$ cat src/hw/eoms_pkg.sv
// package: constants and carriers for the even/odd memory selector
//=====================================================================
// Overview of operation
// - two independent 16,384-word units, each started only by its own select pulse
// - even reference pulses even select, odd reference pulses odd, both when both needed
// - unit requests and address lines gated at 6(D2) for the processor, at 1(D2) for channels
// - processor selects at 7(D1); channel selects at A2(D1) of 12-point cycle
// - channels have priority; processor selection waits until channels leave B/E time
// - fourteen address bits pick the word, the fifteenth picks the unit
// - normal mode: bit 17 picks unit, 0 even, 1 odd
// - diagnostic mode: bit 3 picks unit, lower half even, upper half odd
// - address bus loads from counter, address reg, backup reg, channel, index adders
// - source gating drives bits 4-16; bit 3 driven separately with mode swap
// - bits 3,17: 00 even; 10 odd diag/even normal; 01 even diag/odd normal
// - bits 3,17 both one select the odd unit in either mode
// - diagnostic mode blocks index adders onto the bus; no same-unit double fetch
`default_nettype none
package eoms_pkg;
    //=================================================================
    // widths and sizes
    localparam int ADDR_W = 15;           // address bits 3..17, [14]=bit 3, [0]=bit 17
    localparam int WORD_W = 14;
    localparam int UNIT_WORDS = 16384;
    localparam int CPU_PT_W = 3;
    localparam int CHAN_PT_W = 4;
    //=================================================================
    // clock points
    localparam logic [2:0] CPU_GATE_PT = 3'h6;
    localparam logic [2:0] CPU_SEL_PT = 3'h7;
    localparam logic [3:0] CHAN_GATE_PT = 4'h1;
    localparam logic [3:0] CHAN_SEL_PT = 4'h2;
    //=================================================================
    // source one-hot positions
    localparam int SRC_ICNT = 0;
    localparam int SRC_OPND = 1;
    localparam int SRC_BKUP = 2;
    localparam int SRC_XAD = 3;
    localparam int SRC_N = 4;
    //=================================================================
    // reset values
    localparam logic [13:0] WORD_RST = 14'h0000;
    localparam logic SEL_RST = 1'b0;
    //=================================================================
    typedef enum logic [1:0] {
        EOMS_IDLE = 2'b00,
        EOMS_CPU_GATED = 2'b01,
        EOMS_CHAN_GATED = 2'b10
    } eoms_state_t;

    typedef struct packed {
        logic valid;
        logic [SRC_N-1:0] src;
        logic ovl;
    } eoms_cpu_req_t;

    typedef struct packed {
        logic sel;
        logic [WORD_W-1:0] word;
    } eoms_unit_t;
endpackage
`default_nettype wire

$ cat src/hw/eoms_select.sv
// module: even/odd memory unit selector with address bus switching
`default_nettype none
module eoms_select (
    input wire logic sys_clk,
    input wire logic reset,
    input wire logic [eoms_pkg::CPU_PT_W-1:0] cpu_point,
    input wire logic [eoms_pkg::CHAN_PT_W-1:0] chan_point,
    input wire logic phase_d2,
    input wire logic diag_mode_pin,
    input wire logic chan_busy,
    input wire eoms_pkg::eoms_cpu_req_t cpu_req,
    input wire logic chan_req,
    input wire logic [eoms_pkg::ADDR_W-1:0] instruction_counter,
    input wire logic [eoms_pkg::ADDR_W-1:0] operand_address_reg,
    input wire logic [eoms_pkg::ADDR_W-1:0] instruction_backup_reg,
    input wire logic [eoms_pkg::ADDR_W-1:0] chan_buffer_addr,
    input wire logic [eoms_pkg::ADDR_W-1:0] index_adder_sum,
    input wire logic [eoms_pkg::ADDR_W-1:0] index_adder_ovl,
    output logic cpu_taken,
    output logic ovl_taken,
    output logic chan_taken,
    output eoms_pkg::eoms_unit_t even_unit,
    output eoms_pkg::eoms_unit_t odd_unit,
    output logic [eoms_pkg::WORD_W-1:0] storage_address_latch
);
    //=================================================================
    // mode pin synchroniser
    logic diag_meta_ff;
    logic diag_ff;
    always_ff @(posedge sys_clk) begin
        if (reset) begin
            diag_meta_ff <= 1'b0;
            diag_ff <= 1'b0;
        end else begin
            diag_meta_ff <= diag_mode_pin;
            diag_ff <= diag_meta_ff;
        end
    end

    //=================================================================
    // address helpers
    // unit choice: diag uses bit 3, normal bit 17; table of four combos falls out
    function automatic logic unit_is_odd(input logic [eoms_pkg::ADDR_W-1:0] a,
                                         input logic diag);
        unit_is_odd = diag ? a[14] : a[0];
    endfunction

    // bit 3 slot carries bit 17 in diag mode, bits 4-16 pass straight
    function automatic logic [eoms_pkg::WORD_W-1:0] word_of(
            input logic [eoms_pkg::ADDR_W-1:0] a, input logic diag);
        word_of = {(diag ? a[0] : a[14]), a[13:1]};
    endfunction

    //=================================================================
    // source gating
    logic [eoms_pkg::SRC_N-1:0] src_gate;
    logic [eoms_pkg::ADDR_W-1:0] cpu_addr;
    always_comb begin
        src_gate = cpu_req.src;
        // index adder path has no logic in diag mode
        if (diag_ff) begin
            src_gate[eoms_pkg::SRC_XAD] = 1'b0;
        end
        cpu_addr = '0;
        // and-or bus: sources are one-hot, a stray second source just ors in
        if (src_gate[eoms_pkg::SRC_ICNT]) begin
            cpu_addr = cpu_addr | instruction_counter;
        end
        if (src_gate[eoms_pkg::SRC_OPND]) begin
            cpu_addr = cpu_addr | operand_address_reg;
        end
        if (src_gate[eoms_pkg::SRC_BKUP]) begin
            cpu_addr = cpu_addr | instruction_backup_reg;
        end
        if (src_gate[eoms_pkg::SRC_XAD]) begin
            cpu_addr = cpu_addr | index_adder_sum;
        end
    end

    //=================================================================
    // gating points
    logic at_cpu_gate;
    logic at_cpu_sel;
    logic at_chan_gate;
    logic at_chan_sel;
    assign at_cpu_gate = (cpu_point == eoms_pkg::CPU_GATE_PT) && phase_d2;
    assign at_cpu_sel = (cpu_point == eoms_pkg::CPU_SEL_PT) && !phase_d2;
    assign at_chan_gate = (chan_point == eoms_pkg::CHAN_GATE_PT) && phase_d2;
    assign at_chan_sel = (chan_point == eoms_pkg::CHAN_SEL_PT) && !phase_d2;

    //=================================================================
    // selector state
    eoms_pkg::eoms_state_t state_ff;
    eoms_pkg::eoms_state_t nxt_state;
    logic need_even_ff;
    logic nxt_need_even;
    logic need_odd_ff;
    logic nxt_need_odd;
    logic [eoms_pkg::WORD_W-1:0] even_word_ff;
    logic [eoms_pkg::WORD_W-1:0] nxt_even_word;
    logic [eoms_pkg::WORD_W-1:0] odd_word_ff;
    logic [eoms_pkg::WORD_W-1:0] nxt_odd_word;
    logic sel_even_ff;
    logic nxt_sel_even;
    logic sel_odd_ff;
    logic nxt_sel_odd;
    logic [eoms_pkg::WORD_W-1:0] latch_ff;
    logic [eoms_pkg::WORD_W-1:0] nxt_latch;

    logic prim_odd;
    logic ovl_odd;
    logic do_cpu;
    logic do_ovl;
    logic do_chan;
    logic any_src;

    always_comb begin
        nxt_state = state_ff;
        nxt_need_even = need_even_ff;
        nxt_need_odd = need_odd_ff;
        nxt_even_word = even_word_ff;
        nxt_odd_word = odd_word_ff;
        nxt_latch = latch_ff;
        nxt_sel_even = eoms_pkg::SEL_RST;
        nxt_sel_odd = eoms_pkg::SEL_RST;
        prim_odd = unit_is_odd(cpu_addr, diag_ff);
        ovl_odd = unit_is_odd(index_adder_ovl, diag_ff);
        any_src = |src_gate;
        do_chan = 1'b0;
        do_cpu = 1'b0;
        do_ovl = 1'b0;
        case (state_ff)
            eoms_pkg::EOMS_IDLE: begin
                // channel wins; a waiting channel also holds the processor off
                do_chan = chan_req && at_chan_gate;
                do_cpu = cpu_req.valid && any_src && at_cpu_gate && !do_chan
                    && !chan_busy && !chan_req;
                // second fetch only into the other unit, never in diag mode
                do_ovl = do_cpu && cpu_req.ovl && !diag_ff
                    && (ovl_odd != prim_odd);
                if (do_chan) begin
                    nxt_state = eoms_pkg::EOMS_CHAN_GATED;
                    nxt_need_even = !unit_is_odd(chan_buffer_addr, diag_ff);
                    nxt_need_odd = unit_is_odd(chan_buffer_addr, diag_ff);
                    nxt_latch = word_of(chan_buffer_addr, diag_ff);
                    if (unit_is_odd(chan_buffer_addr, diag_ff)) begin
                        nxt_odd_word = word_of(chan_buffer_addr, diag_ff);
                    end else begin
                        nxt_even_word = word_of(chan_buffer_addr, diag_ff);
                    end
                end else if (do_cpu) begin
                    nxt_state = eoms_pkg::EOMS_CPU_GATED;
                    nxt_need_even = !prim_odd || (do_ovl && !ovl_odd);
                    nxt_need_odd = prim_odd || (do_ovl && ovl_odd);
                    nxt_latch = word_of(cpu_addr, diag_ff);
                    if (prim_odd) begin
                        nxt_odd_word = word_of(cpu_addr, diag_ff);
                    end else begin
                        nxt_even_word = word_of(cpu_addr, diag_ff);
                    end
                    if (do_ovl && ovl_odd) begin
                        nxt_odd_word = word_of(index_adder_ovl, diag_ff);
                    end else if (do_ovl) begin
                        nxt_even_word = word_of(index_adder_ovl, diag_ff);
                    end
                end
            end
            eoms_pkg::EOMS_CPU_GATED: begin
                if (at_cpu_sel) begin
                    nxt_sel_even = need_even_ff;
                    nxt_sel_odd = need_odd_ff;
                    nxt_state = eoms_pkg::EOMS_IDLE;
                end
            end
            eoms_pkg::EOMS_CHAN_GATED: begin
                if (at_chan_sel) begin
                    nxt_sel_even = need_even_ff;
                    nxt_sel_odd = need_odd_ff;
                    nxt_state = eoms_pkg::EOMS_IDLE;
                end
            end
            default: begin
                nxt_state = eoms_pkg::EOMS_IDLE;
            end
        endcase
    end

    always_ff @(posedge sys_clk) begin
        if (reset) begin
            state_ff <= eoms_pkg::EOMS_IDLE;
            need_even_ff <= 1'b0;
            need_odd_ff <= 1'b0;
            even_word_ff <= eoms_pkg::WORD_RST;
            odd_word_ff <= eoms_pkg::WORD_RST;
            latch_ff <= eoms_pkg::WORD_RST;
            sel_even_ff <= eoms_pkg::SEL_RST;
            sel_odd_ff <= eoms_pkg::SEL_RST;
        end else begin
            state_ff <= nxt_state;
            need_even_ff <= nxt_need_even;
            need_odd_ff <= nxt_need_odd;
            even_word_ff <= nxt_even_word;
            odd_word_ff <= nxt_odd_word;
            latch_ff <= nxt_latch;
            sel_even_ff <= nxt_sel_even;
            sel_odd_ff <= nxt_sel_odd;
        end
    end

    //=================================================================
    // outputs
    // takes are combinational so the requester may drop its request at once
    assign cpu_taken = do_cpu;
    assign ovl_taken = do_ovl;
    assign chan_taken = do_chan;
    assign even_unit = '{sel: sel_even_ff, word: even_word_ff};
    assign odd_unit = '{sel: sel_odd_ff, word: odd_word_ff};
    assign storage_address_latch = latch_ff;
endmodule
`default_nettype wire

$ cat config.mk
export PLATFORM = sky130hd
export DESIGN_NAME = eoms_select
export DESIGN_NICKNAME = d
export VERILOG_FILES = /design/src/hw/eoms_pkg.sv /design/src/hw/eoms_select.sv
export SDC_FILE = /design/constraint.sdc
export NUM_CORES = 1
export LEC_CHECK = 0
export BUFFER_PORTS_ARGS = -buffer_cell sky130_fd_sc_hd__buf_2
export CAP_MARGIN = 0
export CORE_MARGIN = 5
export CORE_UTILIZATION = 40
export CTS_CLUSTER_SIZE = 20
export DETAILED_ROUTE_END_ITERATION = 7
export GPL_ROUTABILITY_DRIVEN = 0
export HOLD_SLACK_MARGIN = 0.05
export PLACE_DENSITY = 0.72
export SLEW_MARGIN = 20
export SYNTH_ARGS = -nofsm -noshare
export SYNTH_HDL_FRONTEND = slang
export SYNTH_SLANG_ARGS = --single-unit
$ cat constraint.sdc
create_clock -name sys_clk -period 3.4 [get_ports sys_clk]
set_input_delay 0.34 -clock sys_clk [delete_from_list [all_inputs] [get_ports sys_clk]]
set_output_delay 0.34 -clock sys_clk [all_outputs]
set_load 0.02 [all_outputs]
==> summary.md <==
| Metric | Value |
|---|---|
| Clock Latency Late Sink | `slightly above 0.3 ns` |
| Initial DRC Count | `approximately 230` |
| DIE HEIGHT | `between 90 and 100 um` |
| CTS tree | `done` |
| CP startpoint kind | `register` |
| Fraction of layout cells with a size suffix above 1 | `0.3436` |
| Final Hold Fails | `0` |
| Drt drc | `0` |
| Clock Path Buffers | `2` |
| PwrDens | `between 300 and 400 nW/um2` |
| Yosys cell types | `45` |
| Die width | `roughly 100 um` |
| Vias in the first global route | `~3.4k` |
| CTS root buffer | `clkbuf_8` |
| Vias | `3,426` |
| Top FF cell, synth | `dfxtp_1` |
| RSZ-0062 raised after global routing | `false` |
| Sequential element share of the synthesized area | `0.3252` |
| Yosys top cell by area | `dfxtp_1` |
| Synth area leaders | `dfxtp_1, a311oi_1, nor2_1` |
| Hold buffer count at cts | `0` |
| Post-CTS setup buffer count | `0` |
| RR Endpoint | `even_word_ff[13]` |
| Status | `finished, final reports clean` |
| Synth Register Bits | `50` |
| Synthesized cell area | `slightly above 3000 um2` |
| Fillers | `760` |
| CP Capture Type | `primary output` |
| Pleak | `between 1.5 and 2 nW` |
| Worst hold stages | `2` |
| Port bufs | `about 160` |
| Post-DRT Antenna Nets | `0` |
| Layout Skew | `between 0.01 and 0.015 ns` |
| Fin crit period | `around 2.5 ns` |
| Slew @ Worst Pin | `a little over 0.9 ns` |
| WHS | `between 0.2 and 0.3 ns` |
| Most common cell in the netlist | `dfxtp_1` |
| H-tree levels | `2` |
| Worst-path maximum fanout | `10` |
| Initial antenna violation count | `0` |
| Layout area overhead | `28.58%` |
| Initial Util | `0.4046` |
| Peak supply drop | `around 0.16 mV` |
| Crit-path cells | `nor2b_2 > or4_1 > nand2_4 > nor2_1 > and3_1 > buf_2` |
| R2R depth | `6` |
| Grt total ovfl | `0` |
| Slew margin rel. | `0.3960` |
| Total core area | `~7600 um2` |
| Syn_nets | `~500` |
| Sink Count | `50` |
| Post-synthesis area per instance | `7.974 um2` |
| Fin crit share | `0.7282` |
| CP max-delay cell | `or4_1` |
| EDFF count, synth | `0` |
| Commonest cells post-synth | `dfxtp_1, nor2_1, nand2_1` |
| Worst R2R Start | `diag_ff` |
| CTS Buf Count | `5` |
| # rows | `32` |
| Worst hold endpoint | `diag_meta_ff` |
| N_diodes | `0` |
| Crit path max-delay family | `simple AND/OR/NAND/NOR gates` |
| Worst min-delay path class | `primary input to register` |
| Critical Path AT | `roughly 2.1 ns` |
| Pre-antenna DRT Iters | `5` |
| First-pass GRT wire length | `16,460 um` |
| WP depth | `6` |
| Reg2reg setup slack | `slightly above 1 ns` |
| Post-CTS sizing | `0` |
| Largest net degree at the start of global routing | `50` |
| Maximum clock rate | `403.9 MHz` |
| # nets final | `about 630` |
| CP peak stage delay | `around 0.63 ns` |
| Routed vias/inst | `5.499` |
| # setup viols final | `0` |
| Clock slew at reported path FFs | `about 0.09 ns` |
| Crit path buf inv count | `1` |
| Post-Syn Instances | `about 390` |
| Post-synth top area share | `0.3252` |
| Warnings from Yosys | `0` |
| CP Data Required Time | `3.06 ns` |
| GRT Total Usage | `0.2057` |
| I/O pin cnt | `156` |
| Final wirelength | `roughly 10,000 um` |
| Max-slew violations | `0` |
| WL/cell | `16.36 um` |
| Hold Crit Start | `diag_mode_pin` |
| Asr flop ratio synth | `0` |
| Setup tns final | `0 ns` |
| Max cap viols | `0` |
| Hpwl dp | `between 7000 and 8000 um` |
| Die ar. | `roughly 9500 um2` |
| Setup Crit Path Kind | `register to primary output` |
worst max path at each step:
stage | start | to | slack [ns]
floorplan | chan_req | ovl_taken | 1.29
global placement | cpu_req[1] | even_word_ff[5] | 0.99
detailed placement | cpu_req[1] | even_word_ff[5] | 0.88
CTS | diag_ff | ovl_taken | 0.92
global route | diag_ff | ovl_taken | 0.84
finish | diag_ff | ovl_taken | 0.92
logic make-up after synthesis:
family / count (synthesis) / synth area share
muxes: 16 / 0.05284
buffers and inverters: 50 / 0.07926
AOI/OAI and AO/OA: 143 / 0.3272
xor gates and xnor gates: 1 / 0.002846
and+or+nand+nor: 123 / 0.2004
adders and majority gates: 3 / 0.01220
DFF: 50 / 0.3252
flip-flops by register name (all words and copies together) (netlist names), 2 cells and up:
signal and count:
even_word_ff 14, state_ff 2, odd_word_ff 14, storage_address_latch 14
report_power, final:
| part | switching [mW] | total, mW | internal, mW |
|---|---|---|---|
| Combinational | 0.136 | 0.252 | 0.116 |
| Sequential | 0.00649 | 0.601 | 0.595 |
| Clock | 0.212 | 0.433 | 0.221 |
per-stage QoR:
stage               instance area, um2  worst slack (ns)  std cells  total power [mW]  utilization
finish                            3958            0.9241        623             1.286       0.5202
detailed placement                3845            0.8832        615            0.8659       0.5054
floorplan                         3078             1.292        386            0.7574            -
global placement                  3845            0.9903        615            0.8593       0.5054
CTS                               3958            0.9237        623             1.295       0.5202
global route                      3958            0.8444        623             1.344       0.5202
cell usage in the layout (no fill, tap or decap), drive strengths merged:
master  instances
a211oi          2
a21boi          1
a21o           14
a21oi          33
a221oi          1
a222oi         15
a22oi           2
a311o           1
a311oi         26
a31oi           1
a41oi           2
and2            2
and3            2
buf           160
bufinv          1
clkbuf          5
clkinv          1
dfxtp          50
ha              3
inv            18
mux2            2
mux2i          14
nand2          40
nand2b         13
nand3           1
nand3b          1
nand4b          5
nor2           48
nor2b           4
nor3            3
nor4b           1
o211ai         13
o21a            1
o21ai          29
o21bai          2
or2             2
or4             1
xnor2           1
per-layer routing:
layer,wire (um),GRT usage
met5,0,0
met4,133,0.05751
met3,886,0.03805
met2,4801,0.3458
met1,4369,0.2699
cell type report:
type / instances / area [um2] / area share
multi-input cells: 286 / 1839 / 0.4647
flip-flops and latches: 50 / 1001 / 0.2529
repair buffers: 160 / 813.3 / 0.2055
well taps: 102 / 127.6 / 0.03225
clock buffers: 5 / 68.82 / 0.01739
inverters: 17 / 63.81 / 0.01612
clock inverters: 3 / 43.79 / 0.01107
(Power assumes the default switching activity.)
